[config.mk]
export PLATFORM = sky130hd
export DESIGN_NAME = fsclk_top
export DESIGN_NICKNAME = d
export VERILOG_FILES = /design/src/hdl/fsclk_sample_div.v /design/src/hdl/fsclk_startup_timer.v /design/src/hdl/fsclk_top.v
export VERILOG_INCLUDE_DIRS = /design/src /design/src/include
export SDC_FILE = /design/constraint.sdc
export NUM_CORES = 1
export LEC_CHECK = 0
export BUFFER_PORTS_ARGS = -buffer_cell sky130_fd_sc_hd__buf_2
export CORE_MARGIN = 2
export CORE_UTILIZATION = 30
export CTS_BUF_LIST = sky130_fd_sc_hd__clkbuf_8 sky130_fd_sc_hd__clkbuf_16
export CTS_CLUSTER_DIAMETER = 200
export DETAILED_ROUTE_END_ITERATION = 12
export GPL_TIMING_DRIVEN = 0
export HOLD_SLACK_MARGIN = 0.05
export SLEW_MARGIN = 20
export SYNTH_ARGS = -nofsm -noshare
export SYNTH_HDL_FRONTEND = slang
export SYNTH_SLANG_ARGS = --single-unit
[constraint.sdc]
create_clock -name pclk -period 5.8 [get_ports pclk]
set_input_delay 0.87 -clock pclk [delete_from_list [all_inputs] [get_ports pclk]]
set_output_delay 0.87 -clock pclk [all_outputs]
set_load 0.005 [all_outputs]
[src/include/fsclk_defs.vh]
// constants of the fail-safe clock monitor
`ifndef FSCLK_DEFS_VH
`define FSCLK_DEFS_VH
// register byte offsets
`define FSCLK_CTRL_OFS     8'h00
`define FSCLK_OSCCTL_OFS   8'h04
`define FSCLK_STATUS_OFS   8'h08
`define FSCLK_MASK_OFS     8'h0c
`define FSCLK_STATE_OFS    8'h10
`define FSCLK_CFG_OFS      8'h14
// control register fields (write-only pulses)
`define FSCLK_CTRL_PM_BIT  0
`define FSCLK_CTRL_WAKE_BIT 1
// oscillator control register fields
`define FSCLK_SRC_LSB      0
`define FSCLK_SRC_MSB      1
`define FSCLK_RUN_BIT      3
`define FSCLK_OSCCTL_RST   2'h0
// status and mask fields
`define FSCLK_ST_FAIL_BIT  0
`define FSCLK_ST_RDY_BIT   1
`define FSCLK_STATUS_W     2
// configuration fields and reset value
`define FSCLK_CFG_MODE_LSB 0
`define FSCLK_CFG_MODE_MSB 2
`define FSCLK_CFG_MON_BIT  4
`define FSCLK_CFG_RST      5'h12
// clock sources
`define FSCLK_SRC_PRI      2'h0
`define FSCLK_SRC_SEC      2'h1
`define FSCLK_SRC_INT      2'h2
// primary oscillator modes
`define FSCLK_MODE_LP      3'h0
`define FSCLK_MODE_XT      3'h1
`define FSCLK_MODE_HS      3'h2
`define FSCLK_MODE_HIGH_SPEED_CRYSTAL_PLL_MODE   3'h3
`define FSCLK_MODE_EC      3'h4
`define FSCLK_MODE_RC      3'h5
`define FSCLK_MODE_INTERNAL_LOW_FREQ_OSC   3'h6
// timing
`define FSCLK_SAMPLE_DIV   64
`define FSCLK_OST_CYCLES   1024
`define FSCLK_CLK_MHZ      100
`define FSCLK_PLL_LOCK_US  2
`define FSCLK_PLL_CYCLES   (`FSCLK_PLL_LOCK_US * `FSCLK_CLK_MHZ)
`endif

[src/hdl/fsclk_sample_div.v]
// sample clock divider: low-frequency oscillator divided down, as edge pulses
`include "fsclk_defs.vh"
module fsclk_sample_div #(
	parameter DIV = `FSCLK_SAMPLE_DIV
) (
	// system
	input  wire pclk,
	input  wire presetn,
	// low-frequency oscillator, sampled level
	input  wire lfosc_in,
	// sample clock edges
	output reg  samp_rise,
	output reg  samp_fall
);
	localparam integer HALF_I = DIV / 2;
	localparam [7:0]   HALF   = HALF_I[7:0];
	reg       lf_q;
	reg [7:0] cnt_reg;
	reg       samp_reg;
	wire      lf_rise = lfosc_in & ~lf_q;
	always @(posedge pclk or negedge presetn) begin
		if (!presetn) begin
			lf_q      <= 1'b0;
			cnt_reg   <= 8'h00;
			samp_reg  <= 1'b0;
			samp_rise <= 1'b0;
			samp_fall <= 1'b0;
		end else begin
			lf_q      <= lfosc_in;
			samp_rise <= 1'b0;
			samp_fall <= 1'b0;
			if (lf_rise) begin
				// half period of HALF oscillator edges, so a full period of DIV
				if (cnt_reg == HALF - 8'h01) begin
					cnt_reg   <= 8'h00;
					samp_reg  <= ~samp_reg;
					samp_rise <= ~samp_reg;
					samp_fall <= samp_reg;
				end else begin
					cnt_reg <= cnt_reg + 8'h01;
				end
			end
		end
	end
endmodule // fsclk_sample_div

[src/hdl/fsclk_startup_timer.v]
// start-up timer: oscillator edge count, then optional pll lock wait
`include "fsclk_defs.vh"
module fsclk_startup_timer #(
	parameter OST_CYCLES = `FSCLK_OST_CYCLES,
	parameter PLL_CYCLES = `FSCLK_PLL_CYCLES
) (
	// system
	input  wire pclk,
	input  wire presetn,
	// control
	input  wire run,
	input  wire use_pll,
	input  wire pri_clk_in,
	// status
	output reg  ready
);
	reg        clk_q;
	reg [15:0] ost_cnt;
	reg [15:0] pll_cnt;
	wire       ost_done = (ost_cnt == OST_CYCLES[15:0]);
	always @(posedge pclk or negedge presetn) begin
		if (!presetn) begin
			clk_q   <= 1'b0;
			ost_cnt <= 16'h0000;
			pll_cnt <= 16'h0000;
			ready   <= 1'b0;
		end else begin
			clk_q <= pri_clk_in;
			if (!run) begin
				ost_cnt <= 16'h0000;
				pll_cnt <= 16'h0000;
				ready   <= 1'b0;
			end else if (!ost_done) begin
				if (pri_clk_in & ~clk_q)
					ost_cnt <= ost_cnt + 16'h0001;
			end else if (use_pll && pll_cnt != PLL_CYCLES[15:0]) begin
				pll_cnt <= pll_cnt + 16'h0001;
			end else begin
				ready <= 1'b1;
			end
		end
	end
endmodule // fsclk_startup_timer

[src/hdl/fsclk_top.v]
// fail-safe clock monitor with clock source switching and apb registers
// Behaviour
// - fail-safe ends only on reset or power-managed entry
// - reset starts primary with its start-up delay
// - run from internal oscillator until primary ready
// - on ready switch to primary, set running flag
// - monitoring resumes after switching to primary
// - primary never ready: stay internal, register unchanged
// - power-managed entry selects register source, monitored
// - failure in power-managed mode: internal, no return
// - idle failure, interrupt off: interrupts resume on internal
// - external clock or rc modes monitor immediately
// - crystal modes run internal until timers expire
// - crystal never starting raises no failure flag
// - power-managed entry while waiting disables primary
// - sample clock is low-freq oscillator over 64
// - latch set by clock fall, cleared sample rise
// - sample fall with latch set means failure
// - failure: flag, switch internal, keep register, reset watchdog
`include "fsclk_defs.vh"
module fsclk_top #(
	parameter OST_CYCLES = `FSCLK_OST_CYCLES,
	parameter PLL_CYCLES = `FSCLK_PLL_CYCLES,
	parameter SAMPLE_DIV = `FSCLK_SAMPLE_DIV
) (
	// apb
	input  wire        pclk,
	input  wire        presetn,
	input  wire        psel,
	input  wire        penable,
	input  wire        pwrite,
	input  wire [7:0]  paddr,
	input  wire [31:0] pwdata,
	output reg  [31:0] prdata,
	output reg         pready,
	output reg         pslverr,
	// oscillator inputs, sampled levels
	input  wire        pri_clk_in,
	input  wire        sec_clk_in,
	input  wire        lfosc_in,
	// core
	input  wire        idle_mode,
	input  wire        core_int_req,
	// clock tree and watchdog
	output reg  [1:0]  clk_sel_reg,
	output reg         pri_osc_en_reg,
	output reg         wdt_clear_reg,
	output reg         core_resume_reg,
	output reg         irq_reg
);
	localparam [3:0] ST_START = 4'h1;
	localparam [3:0] ST_PRI   = 4'h2;
	localparam [3:0] ST_FAIL  = 4'h4;
	localparam [3:0] ST_PM    = 4'h8;

	reg [3:0]  state_reg;
	reg [3:0]  state_next;
	reg [1:0]  src_reg;
	reg        run_flag_reg;
	reg [4:0]  cfg_reg;
	reg [1:0]  status_reg;
	reg [1:0]  mask_reg;
	reg        mon_latch_reg;
	reg        dev_clk_q;
	reg        mon_clk;
	reg        pend_sel_reg;
	reg [1:0]  pend_src_reg;
	reg        ready_q;
	wire       samp_rise;
	wire       samp_fall;
	wire       pri_ready;

	// apb decode
	wire       setup    = psel & ~penable;
	wire       wr_fire  = psel & penable & pready & pwrite;
	wire       hit      = (paddr == `FSCLK_CTRL_OFS)   | (paddr == `FSCLK_OSCCTL_OFS) |
	                      (paddr == `FSCLK_STATUS_OFS) | (paddr == `FSCLK_MASK_OFS) |
	                      (paddr == `FSCLK_STATE_OFS)  | (paddr == `FSCLK_CFG_OFS);
	wire       wr_ctrl  = wr_fire & (paddr == `FSCLK_CTRL_OFS);
	wire       pm_enter = wr_ctrl & pwdata[`FSCLK_CTRL_PM_BIT];
	wire       wake     = wr_ctrl & pwdata[`FSCLK_CTRL_WAKE_BIT];
	wire [2:0] mode     = cfg_reg[`FSCLK_CFG_MODE_MSB:`FSCLK_CFG_MODE_LSB];
	wire       mon_en   = cfg_reg[`FSCLK_CFG_MON_BIT];
	wire       xtal     = (mode == `FSCLK_MODE_LP) | (mode == `FSCLK_MODE_XT) |
	                      (mode == `FSCLK_MODE_HS) | (mode == `FSCLK_MODE_HIGH_SPEED_CRYSTAL_PLL_MODE);

	fsclk_sample_div #(
		.DIV (SAMPLE_DIV)
	) u_div (
		.pclk      (pclk),
		.presetn   (presetn),
		.lfosc_in  (lfosc_in),
		.samp_rise (samp_rise),
		.samp_fall (samp_fall)
	);

	fsclk_startup_timer #(
		.OST_CYCLES (OST_CYCLES),
		.PLL_CYCLES (PLL_CYCLES)
	) u_ost (
		.pclk       (pclk),
		.presetn    (presetn),
		.run        (pri_osc_en_reg & (state_reg == ST_START)),
		.use_pll    (mode == `FSCLK_MODE_HIGH_SPEED_CRYSTAL_PLL_MODE),
		.pri_clk_in (pri_clk_in),
		.ready      (pri_ready)
	);

	// monitored clock follows the active source
	always @* begin
		case (clk_sel_reg)
			`FSCLK_SRC_PRI: mon_clk = pri_clk_in;
			`FSCLK_SRC_SEC: mon_clk = sec_clk_in;
			default:        mon_clk = 1'b0;
		endcase
	end

	// only an external source in a monitored state can fail
	wire monitoring = mon_en & (clk_sel_reg != `FSCLK_SRC_INT) &
	                  ((state_reg == ST_PRI) | (state_reg == ST_PM));
	wire fail_det   = monitoring & samp_fall & mon_latch_reg;
	// crystal modes wait out the timer; other modes switch at once
	wire pri_go     = ~xtal | pri_ready;

	always @* begin
		state_next = state_reg;
		case (state_reg)
			ST_START: begin
				if (pm_enter)
					state_next = ST_PM;
				else if (pri_go)
					state_next = ST_PRI;
				// no timeout here: a dead crystal simply leaves us waiting
			end
			ST_PRI: begin
				if (pm_enter)
					state_next = ST_PM;
				else if (fail_det)
					state_next = ST_FAIL;
				else if (wake & xtal)
					state_next = ST_START;
			end
			ST_FAIL: begin
				// only power-managed entry leaves; reset is the other way out
				if (pm_enter)
					state_next = ST_PM;
			end
			ST_PM: begin
				if (fail_det)
					state_next = ST_FAIL;
				else if (wake)
					state_next = xtal ? ST_START : ST_PRI;
				else if (pm_enter)
					state_next = ST_PM;
			end
			default: state_next = ST_START;
		endcase
	end

	always @(posedge pclk or negedge presetn) begin
		if (!presetn) begin
			state_reg       <= ST_START;
			src_reg         <= `FSCLK_OSCCTL_RST;
			run_flag_reg    <= 1'b0;
			cfg_reg         <= `FSCLK_CFG_RST;
			status_reg      <= {`FSCLK_STATUS_W{1'b0}};
			mask_reg        <= {`FSCLK_STATUS_W{1'b0}};
			mon_latch_reg   <= 1'b0;
			dev_clk_q       <= 1'b0;
			pend_sel_reg    <= 1'b1;
			pend_src_reg    <= `FSCLK_SRC_INT;
			ready_q         <= 1'b0;
			clk_sel_reg     <= `FSCLK_SRC_INT;
			pri_osc_en_reg  <= 1'b1;
			wdt_clear_reg   <= 1'b0;
			core_resume_reg <= 1'b0;
			irq_reg         <= 1'b0;
			prdata          <= 32'h0000_0000;
			pready          <= 1'b0;
			pslverr         <= 1'b0;
		end else begin
			state_reg     <= state_next;
			dev_clk_q     <= mon_clk;
			ready_q       <= pri_ready;
			wdt_clear_reg <= fail_det;
			// a falling device clock beats a same-cycle sample rise
			if (dev_clk_q & ~mon_clk)
				mon_latch_reg <= 1'b1;
			else if (samp_rise)
				mon_latch_reg <= 1'b0;

			// pick the wanted source; it reaches the mux on a sample edge
			if (state_next != state_reg || pm_enter) begin
				pend_sel_reg <= 1'b1;
				case (state_next)
					ST_PRI:  pend_src_reg <= `FSCLK_SRC_PRI;
					// code 3 also means internal, so the mux never sees it
					ST_PM:   pend_src_reg <= (src_reg == 2'h3) ? `FSCLK_SRC_INT : src_reg;
					default: pend_src_reg <= `FSCLK_SRC_INT;
				endcase
			end else if (pend_sel_reg & (samp_rise | samp_fall)) begin
				pend_sel_reg <= 1'b0;
				clk_sel_reg  <= pend_src_reg;
			end

			// primary enable: off when leaving start-up for a managed mode
			if (state_reg == ST_START && state_next == ST_PM)
				pri_osc_en_reg <= 1'b0;
			else if (state_next == ST_START || state_next == ST_PRI)
				pri_osc_en_reg <= 1'b1;
			else if (state_next == ST_PM && pm_enter)
				pri_osc_en_reg <= (src_reg == `FSCLK_SRC_PRI);

			// running flag; untouched by a failure
			if (state_reg == ST_START && state_next == ST_PRI)
				run_flag_reg <= 1'b1;
			else if (state_next == ST_START)
				run_flag_reg <= 1'b0;
			else if (pm_enter)
				run_flag_reg <= (src_reg == `FSCLK_SRC_PRI);

			// resume the core from idle on the internal clock
			core_resume_reg <= (state_reg == ST_FAIL) & idle_mode &
			                   (mask_reg[`FSCLK_ST_FAIL_BIT] ? status_reg[`FSCLK_ST_FAIL_BIT]
			                                                 : core_int_req);
			if (fail_det & idle_mode & mask_reg[`FSCLK_ST_FAIL_BIT])
				core_resume_reg <= 1'b1;

			// sticky status, write one to clear, a new event wins
			if (wr_fire && paddr == `FSCLK_STATUS_OFS)
				status_reg <= (status_reg & ~pwdata[`FSCLK_STATUS_W-1:0]) |
				              {pri_ready & ~ready_q, fail_det};
			else
				status_reg <= status_reg | {pri_ready & ~ready_q, fail_det};
			irq_reg <= |(status_reg & mask_reg);

			// register writes
			if (wr_fire) begin
				case (paddr)
					`FSCLK_OSCCTL_OFS: src_reg  <= pwdata[`FSCLK_SRC_MSB:`FSCLK_SRC_LSB];
					`FSCLK_MASK_OFS:   mask_reg <= pwdata[`FSCLK_STATUS_W-1:0];
					`FSCLK_CFG_OFS:    cfg_reg  <= pwdata[4:0];
					default:           ;
				endcase
			end

			// zero-wait apb: answer in the access cycle
			pready  <= setup;
			pslverr <= setup & ~hit;
			if (setup) begin
				case (paddr)
					`FSCLK_OSCCTL_OFS: prdata <= {28'h0, run_flag_reg, 1'b0, src_reg};
					`FSCLK_STATUS_OFS: prdata <= {30'h0, status_reg};
					`FSCLK_MASK_OFS:   prdata <= {30'h0, mask_reg};
					`FSCLK_STATE_OFS:  prdata <= {26'h0, clk_sel_reg, state_reg};
					`FSCLK_CFG_OFS:    prdata <= {27'h0, cfg_reg};
					default:           prdata <= 32'h0000_0000;
				endcase
			end
		end
	end
endmodule // fsclk_top

Word-level counts from Yosys, hierarchy flattened
Index checks and enable logic that the tools add are counted.
{"block": "totals", "ff_bits": 108, "input_bits": 50, "output_inout_bits": 40, "wordCells": 171}
{"block": "op_classes", "n_addsub": 3, "eq_ne": 27, "mux": 41, "bitwise_logic": 48, "reduce_logical": 24}
{"op": "2-to-1 mux 16 bit", "n": 6}
{"op": "adder 16 x 1 -> 16 bit (second input constant)", "n": 2}
{"op": "2-to-1 mux 4 bit", "n": 8}
{"op": "case mux 6 bit (5 select lines)", "n": 1}
{"op": "== test 8 x 5 -> 1 bit (second input constant)", "n": 3}
{"op": "bitwise AND 1 bit", "n": 23}
{"op": "2-to-1 mux 1 bit", "n": 19}
{"op": "== test 16 x 11 -> 1 bit (second input constant)", "n": 1}
{"op": "== test 8 x 4 -> 1 bit (second input constant)", "n": 2}
{"op": "!= test 16 x 8 -> 1 bit (second input constant)", "n": 1}
{"op": "case mux 4 bit (4 select lines)", "n": 1}
{"op": "AND reduction 2 bit", "n": 8}
{"op": "!= test 2 bit (second input constant)", "n": 6}
{"op": "OR 1 bit", "n": 11}
{"op": "inverter 1 bit", "n": 9}
{"op": "adder 8 x 1 -> 8 bit (second input constant)", "n": 1}
{"op": "== test 4 x 1 -> 1 bit (second input constant)", "n": 2}
{"op": "== test 4 x 2 -> 1 bit (second input constant)", "n": 2}
{"op": "== test 4 bit (second input constant)", "n": 2}
{"op": "== test 8 x 3 -> 1 bit (second input constant)", "n": 1}
{"op": "zero test 8 bit", "n": 1}
{"op": "2-to-1 mux 8 bit", "n": 1}
{"op": "== test 3 x 2 -> 1 bit (second input constant)", "n": 2}
{"op": "2-to-1 mux 2 bit", "n": 3}
{"op": "17 further kinds", "n": 27}

Longest topological paths before layout
Gate-level depths: netlist of run 1.
{"block": "logic_depth", "depth_word": 15, "ltp_mapped": 9, "depth_no_buf": 8}

Hierarchy
Synthesis of run 1 repeated with hierarchy kept, for this count alone.
{"block": "hier_totals", "hier_cells": 489, "hier_area_um2": 4748.3}
{"module": "fsclk_top", "instances": 1, "cells_per_inst": 229, "area_each_um2": 2177.1, "seq_area_each_um2": 909.6}
{"module": "fsclk_startup_timer", "instances": 1, "cells_per_inst": 214, "area_each_um2": 2021.9, "seq_area_each_um2": 850.8}
{"module": "fsclk_sample_div", "instances": 1, "cells_per_inst": 46, "area_each_um2": 549.3, "seq_area_each_um2": 300.3}

Worst setup path before layout of run 1
OpenSTA, ideal clock, no wires.
{"block": "synth_path", "path_type": "input to register", "start": "in paddr[3]", "end": "reg clk_sel_reg[0]", "setup_ns": 0.128, "t_arrival_ns": 2.383, "required_time_ns": 5.672, "path_slack_ns": 3.289, "cell_stages": 7, "path_buffers": 1, "path_cell_list": "clkbuf_1 > nor3b_1 > nand4_1 > a2111o_1 > o2bb2ai_1 > nand4b_1 > mux2_1"}
{"block": "synth_via", "elab_chain_len": 12, "word_cells_on_any_way": 17, "classes_between": "eq/ne: 1; mux: 8; bitwise: 5; reduce/logical: 3"}
{"item": "start, declared", "line_no": "fsclk_top.v:32", "rtl": "input wire [7:0] paddr,"}
{"item": "zero test 8 bit (no source line) *"}
{"item": "bitwise AND 1 bit *", "line_no": "fsclk_top.v:79", "rtl": "wire wr_ctrl = wr_fire & (paddr == `FSCLK_CTRL_OFS);"}
{"item": "bitwise AND 1 bit", "line_no": "fsclk_top.v:81", "rtl": "wire wake = wr_ctrl & pwdata[`FSCLK_CTRL_WAKE_BIT];"}
{"item": "bitwise AND 1 bit", "line_no": "fsclk_top.v:140", "rtl": "else if (wake & xtal)"}
{"item": "2-to-1 mux 4 bit", "line_no": "fsclk_top.v:140"}
{"item": "2-to-1 mux 4 bit", "line_no": "fsclk_top.v:138", "rtl": "else if (fail_det)"}
{"item": "2-to-1 mux 4 bit", "line_no": "fsclk_top.v:136", "rtl": "if (pm_enter)"}
{"item": "case mux 4 bit (4 select lines)", "line_no": "fsclk_top.v:127", "rtl": "case (state_reg)"}
{"item": "!= test 4 bit", "line_no": "fsclk_top.v:193", "rtl": "if (state_next != state_reg || pm_enter) begin"}
{"item": "logical OR 1 bit *", "line_no": "fsclk_top.v:193"}
{"item": "inverter 1 bit (no source line) *"}
{"item": "AND reduction 2 bit (no source line) *"}
{"item": "end signal, assigned", "line_no": "fsclk_top.v:173", "rtl": "clk_sel_reg <= `FSCLK_SRC_INT;"}
{"item": "end signal, assigned", "line_no": "fsclk_top.v:203", "rtl": "clk_sel_reg <= pend_src_reg;"}
{"item": "end, declared", "line_no": "fsclk_top.v:45", "rtl": "output reg [1:0] clk_sel_reg,"}
Mark *: on every way between the ends. The rest lies on a longest branch, timed or not.
A chain may end at the register's enable or synchronous reset.

Worst setup path in the final report of run 1
{"block": "layout_path", "start": "in paddr[2]", "end": "reg pend_src_reg[1]"}
{"block": "layout_via", "elab_chain_len": 10, "word_cells_on_any_way": 18, "classes_between": "eq/ne: 3; mux: 9; bitwise: 4; reduce/logical: 2"}
{"item": "zero test 8 bit (no source line) *"}
{"item": "bitwise AND 1 bit *", "line_no": "fsclk_top.v:79"}
{"item": "bitwise AND 1 bit", "line_no": "fsclk_top.v:81"}
{"item": "bitwise AND 1 bit", "line_no": "fsclk_top.v:140"}
{"item": "2-to-1 mux 4 bit", "line_no": "fsclk_top.v:140"}
{"item": "2-to-1 mux 4 bit", "line_no": "fsclk_top.v:138"}
{"item": "2-to-1 mux 4 bit", "line_no": "fsclk_top.v:136"}
{"item": "case mux 4 bit (4 select lines) *", "line_no": "fsclk_top.v:127"}
{"item": "via state_next[3]", "line_no": "fsclk_top.v:57", "rtl": "reg [3:0] state_next;"}
{"item": "== test 4 bit, or another cell as far along", "line_no": "fsclk_top.v:195", "rtl": "case (state_next)"}
{"item": "case mux 2 bit (2 select lines) or logical OR 1 bit (tied branches)", "line_no": "fsclk_top.v:195, fsclk_top.v:193"}
{"item": "end signal, assigned", "line_no": "fsclk_top.v:196", "rtl": "ST_PRI: pend_src_reg <= `FSCLK_SRC_PRI;"}
{"item": "end signal, assigned", "line_no": "fsclk_top.v:198", "rtl": "ST_PM: pend_src_reg <= (src_reg == 2'h3) ? `FSCLK_SRC_INT : src_reg;"}
{"item": "end signal, assigned", "line_no": "fsclk_top.v:199", "rtl": "default: pend_src_reg <= `FSCLK_SRC_INT;"}
{"item": "end, declared", "line_no": "fsclk_top.v:67", "rtl": "reg [1:0] pend_src_reg;"}
Mark *: on every way through the listed nets, which the timed path passes. The rest lies on a longest branch.

==> results of run 1 <==
routing by layer:
| metal | GRT usage | up-vias | part of all wire |
|---|---|---|---|
| met5 | 0 | - | 0 |
| met4 | 0.0399 | 0 | 0.011 |
| met3 | 0.0325 | 8 | 0.047 |
| met2 | 0.201 | 89 | 0.48 |
| met1 | 0.168 | 1688 | 0.47 |
| li1 | - | 1647 | - |
worst max-delay path, stage by stage:
cell      delay (ns)
buf_2           0.13
buf_1           0.24
nor3_1          0.51
nand3_1         0.25
o21ai_0         0.47
a221oi_1        0.15
mux2_4          0.29
cell families after synthesis:
kind of cell	Yosys count
DFF	82
and+or+nand+nor	186
adders and majority gates	5
muxes	20
buffers and inverters	55
AOI/OAI and AO/OA	52
xor gates and xnor gates	39
other	1
through the flow:
stage	cells	worst slack (ns)	hold WS (ns)	instance area, um^2	total power [mW]
global placement	685	2.84	0.457	4900	0.986
floorplan	465	3.29	0.410	4490	0.898
finish	702	3.15	0.475	5260	1.64
global route	702	3.00	0.496	5260	1.73
detailed placement	686	2.84	0.465	4920	0.997
CTS	702	3.15	0.476	5260	1.65
cells in the mapped netlist (3+ instances only):
library cell | instances | area, um^2
dfrtp_1 | 75 | 1880
nor2_1 | 51 | 191
nand2_1 | 34 | 128
buf_4 | 27 | 203
xnor2_1 | 23 | 201
inv_1 | 16 | 60.1
nand3_1 | 16 | 80.1
xor2_1 | 16 | 140
o21ai_0 | 14 | 70.1
nand4_1 | 12 | 75.1
nor3_1 | 12 | 60.1
and3_1 | 11 | 68.8
mux2_2 | 10 | 113
nor4_1 | 10 | 62.6
clkbuf_1 | 7 | 26.3
dfstp_2 | 7 | 184
mux2i_1 | 7 | 70.1
a21oi_1 | 6 | 30.0
nor2b_1 | 6 | 37.5
ha_1 | 5 | 62.6
nand2b_1 | 5 | 31.3
nor3b_1 | 5 | 37.5
a22o_1 | 4 | 35.0
and4_1 | 4 | 35.0
nor4b_1 | 4 | 35.0
a21o_1 | 3 | 22.5
a32o_1 | 3 | 30.0
and2_1 | 3 | 18.8
final cells by class:
| class | count | area (um^2) |
|---|---|---|
| buffer | 38 | 254 |
| multi-input combinational | 328 | 2110 |
| tap | 184 | 230 |
| fill | 1455 | 9160 |
| clock buffer | 9 | 225 |
| sequential | 82 | 2060 |
| clock inverter | 7 | 116 |
| timing repair buffer | 37 | 203 |
| inverter | 17 | 63.8 |
power breakdown:
part	leakage [nW]	internal [mW]	total [mW]	switching, mW
sequential	1.09	0.620	0.655	0.0348
clock	0.166	0.420	0.649	0.229
combinational	1.10	0.129	0.332	0.203
total	2.36	1.17	1.64	0.467
worst max path at each step:
| stage | from | endpoint | slack, ns | cells after the start |
|---|---|---|---|---|
| finish | paddr[2] | pend_src_reg[1]$_DFFE_PN1P_ | 3.15 | 7 |
| floorplan | paddr[3] | clk_sel_reg[0]$_DFFE_PN0P_ | 3.29 | 7 |
| global placement | paddr[0] | cfg_reg[0]$_DFFE_PN0P_ | 2.84 | 6 |
| CTS | paddr[2] | pend_src_reg[1]$_DFFE_PN1P_ | 3.15 | 7 |
| global route | state_reg[0]$_DFF_PN1_ | u_ost.pll_cnt[8]$_DFFE_PN0P_ | 3.00 | 7 |
| detailed placement | paddr[0] | cfg_reg[3]$_DFFE_PN0P_ | 2.84 | 6 |
==> impl_metrics.toml, run 1 <==
[synth]
synth-adder-area-share = 0.0142
synth.distinct_cells = 64
syn_inst = 440
synth_top_family_by_area = "simple AND/OR/NAND/NOR gates"
synth_xor_area_frac = 0.0777
synth_flop_cell = "dfrtp_1"
yosysWarnings = 0
syn_area_per_cell_um2 = 9.99
synthSimpleGateAreaFrac = 0.230
syn-cell-area_mm2 = 0.00440
synth_compound_area_frac = 0.0863
ys_seq_area_frac = 0.469
synth_edf_count = 0
yosys_register_bits = 82
synth_mux_area_frac = 0.0501
async_reset_ff_frac = 1.00

[status]
status = "completed"

[floorplan]
start_util = 0.305
die_area_mm2 = 0.0156
core-area_mm2 = 0.0144
die_x_um = 125
die_y_um = 125
num_rows = 44
io_pins = 90

[timing]
period_needed_ns = 2.65
report.final.hold_viol_count = 0
timing.final.max_slew_violations = 0
period_share = 0.458
setup_viol = 0
fin_tns_setup_ns = 0
max_slew_margin = 0.586
skew_ns = 0.00464
max_freq_mhz = 377
worstMarginPinSlew_ns = 0.616
rsz0062_at_grt = "false"

[routing]
antenna_left = 0
drt_wl_total_um = 9630
wl_per_cell_um = 13.7
vias = 3432
drt-pass1-iter-count = 5
drt-vias-per-instance = 4.89
first_iter_violations = 336
drc = 0

[global_route]
antenna_found_initial = 0
grt_pass1_vias = 3359
grt_max_degree = 45
grt_usage = 0.126
grt_first_pass_wirelength_um = 16400
grt_overflow_total = 0

[worst_setup_path]
start_kind = "input pin"
rr_startpoint = "state_reg[0]$_DFF_PN1_"
cp_data_arrival_time_ns = 2.91
crit_path_max_fanout = 10
rr_worst_depth = 7
timing.rr.end = "u_ost.pll_cnt[15]$_DFFE_PN0P_"
ff2ff_setup_slack_ns = 3.27
critical_path.endpoint_type = "flop"
path_class = "in2reg"
crit_required_ns = 6.06

[clocking]
cts_root_buf = "clkbuf_16"
cts_resized = 0
clk_path_buf_depth = 2
numCtsBuffers = 9
cts_tree = "done"
postCtsSetupBuffers = 0
clkLatencyLatePin_ns = 0.33
postCtsHoldBufs = 0
cts.sinks = 82
clk_pin_slew_worst_paths_ns = 0.06
h-tree-depth = 3

[place]
place_congestion = 0.925
portBuffers = 36
hpwlAfterDp_um = 7150

[layout]
diodes = 0
finalNetCount = 568
layout-drive-gt1-share = 0.212
final_common_cell = "dfrtp_1"
final_util = 0.365
layout_common_cells = "dfrtp_1 (75), nor2_1 (51), buf_2 (37)"
syn2layout_area_growth_pct = 19.8

[pwr]
power_density_mw_per_mm2 = 311
p_leak_nw = 2.36
irDropWorstVdd_v = 0.000160

[min_path]
holdPathEnd = "prdata[2]$_DFFE_PN0P_"
hold_start = "prdata[2]$_DFFE_PN0P_"
worstHoldPathType = "reg2reg"
min_path_cells = 2

[flow_run]
maxCapViolations = 0
(Power assumes the default switching activity.)
==> run 2, diff against run 1 <==
==> constraint.sdc (replaced) <==
create_clock -name pclk -period 2.69 [get_ports pclk]
set_input_delay 0.4035 -clock pclk [delete_from_list [all_inputs] [get_ports pclk]]
set_output_delay 0.4035 -clock pclk [all_outputs]
set_load 0.005 [all_outputs]
==> run 2 against run 1 <==
Effect of this change: clock power rose by 120%; register-to-register slack got worse by 3.0 ns; count of clock-buffer cells in the layout did not move; global-route usage did not move; sequential cell count did not move; final area rose by 0.36%; core utilization rose by 0.13 points; highest routed layer unchanged; clock skew barely moved; worst setup slack got worse by 2.9 ns; non-clock buffer count rose by 1.
==> impl_metrics.toml, run 2 (synthesized netlist as in run 1, its figures left out) <==
[clocking]
cts.sinks = 82
cts_root_buf = "clkbuf_16"
clk_path_buf_depth = 2
clk_pin_slew_worst_paths_ns = 0.06
cts_tree = "done"
h-tree-depth = 3
numCtsBuffers = 9
clkLatencyLatePin_ns = 0.33
postCtsSetupBuffers = 0

[global_route]
grt_first_pass_wirelength_um = 16400
grt_max_degree = 45
grt_pass1_vias = 3359
grt_usage = 0.126
grt_overflow_total = 0
antenna_found_initial = 0

[worst_setup_path]
start_kind = "flop"
crit_path_max_fanout = 10
crit_slowest_cell = "dfstp_2"
cp_slowest_stage_delay_ns = 0.51
crit_required_ns = 2.89
ff2ff_setup_slack_ns = 0.26
critical_path.endpoint_type = "flop"
cp_data_arrival_time_ns = 2.63
worstPathCellList = "clkbuf_1 -> nor4b_4 -> nand2_1 -> a31oi_2 -> nor4_1 -> xnor2_1 -> nor2_1"
path_class = "reg2reg"

[layout]
layout-drive-gt1-share = 0.212
layout_common_cells = "dfrtp_1 (75), nor2_1 (51), buf_2 (37)"
finalNetCount = 569
syn2layout_area_growth_pct = 20.2
final_util = 0.366
final_common_cell = "dfrtp_1"
diodes = 0

[timing]
max_freq_mhz = 411
max_slew_margin = 0.579
worstMarginPinSlew_ns = 0.627
period_needed_ns = 2.43
report.final.hold_viol_count = 0
setup_viol = 0
timing.final.max_slew_violations = 0
period_share = 0.904
skew_ns = 0.00476
fin_tns_setup_ns = 0
rsz0062_at_grt = "false"

[flow_run]
maxCapViolations = 0

[routing]
wl_per_cell_um = 13.8
drt_wl_total_um = 9680
drt-vias-per-instance = 4.88
drc = 0
drt-pass1-iter-count = 7
first_iter_violations = 312
vias = 3434
antenna_left = 0

[floorplan]
core-area_mm2 = 0.0144
die_area_mm2 = 0.0156
num_rows = 44
die_x_um = 125
die_y_um = 125
io_pins = 90
start_util = 0.305

[min_path]
worstHoldPathType = "in2reg"

[pwr]
p_leak_nw = 2.37
irDropWorstVdd_v = 0.000347
power_density_mw_per_mm2 = 671

[status]
status = "completed"

[place]
portBuffers = 36
place_congestion = 0.925
hpwlAfterDp_um = 7150
[run 2: cell types whose count changed in the layout (fill, tap and decap cells not counted)]
cell           previous run  this run
nor4b_2                   2         1
nor4b_4                   0         1
dlygate4sd3_1             0         1
[run 2: worst paths after layout]
check / startpoint / endpoint / depth (start not counted)
worst max-delay path: state_reg[0]$_DFF_PN1_ / u_ost.pll_cnt[15]$_DFFE_PN0P_ / 7
worst min-delay path: lfosc_in / u_div.lf_q$_DFF_PN0_ / 1
worst max register to register: state_reg[0]$_DFF_PN1_ / u_ost.pll_cnt[15]$_DFFE_PN0P_ / 7
worst min register to register: u_div.samp_reg$_DFFE_PN0P_ / u_div.samp_rise$_DFF_PN0_ / 1
max in group asynchronous: presetn / pri_osc_en_reg$_DFFE_PN1P_ / 3
min in group asynchronous: presetn / prdata[1]$_DFFE_PN0P_ / 2
[run 2: layout make-up]
cell class	instances	area, um^2
buffer	38	254
clock buffer	9	225
clock inverter	7	116
fill	1454	9140
inverter	17	63.8
multi-input combinational	328	2120
sequential	82	2060
tap	184	230
timing repair buffer	38	213
[run 2: layer usage]
layer	vias to the layer above	wire, um	part of all wire	global-route usage
li1	1648	-	-	-
met1	1700	4560	0.47	0.168
met2	74	4590	0.47	0.201
met3	12	401	0.041	0.0325
met4	0	127	0.013	0.0399
met5	-	0	0	0
[run 2: metrics by stage]
step                      setup slack, ns  cell area, um^2  hold WS (ns)  total power, mW  cells
final                               0.259             5280         0.188             3.54    703
after global routing               0.0360             5280         0.186             3.73    703
after CTS                           0.140             5270         0.176             3.57    703
after detailed placement            0.166             4920         0.403             2.15    686
after global placement              0.140             4900         0.457             2.13    685
after floorplan                     0.566             4490         0.108             1.94    465
[run 2: where the power goes]
part | leakage [nW] | internal [mW] | switching, mW
Combinational | 1.11 | 0.286 | 0.443
Clock | 0.166 | 0.907 | 0.495
Sequential | 1.09 | 1.34 | 0.0756
Total | 2.37 | 2.53 | 1.01
[run 2: repair_timing]
item                                    CTS  global route
resized for setup                         0             1
endpoints found under the setup margin    0            10
endpoints found under the hold margin     5             0
hold buffers                              1             0
[run 2: worst max-delay path: cells and delay by family, from the launching register on]
family / cells / cell delay [ns]
AND/OR/NAND/NOR: 4 / 0.81
XOR/XNOR: 1 / 0.16
buffers and inverters: 1 / 0.37
AO/OA/AOI/OAI: 1 / 0.44
flip-flops: 1 / 0.51
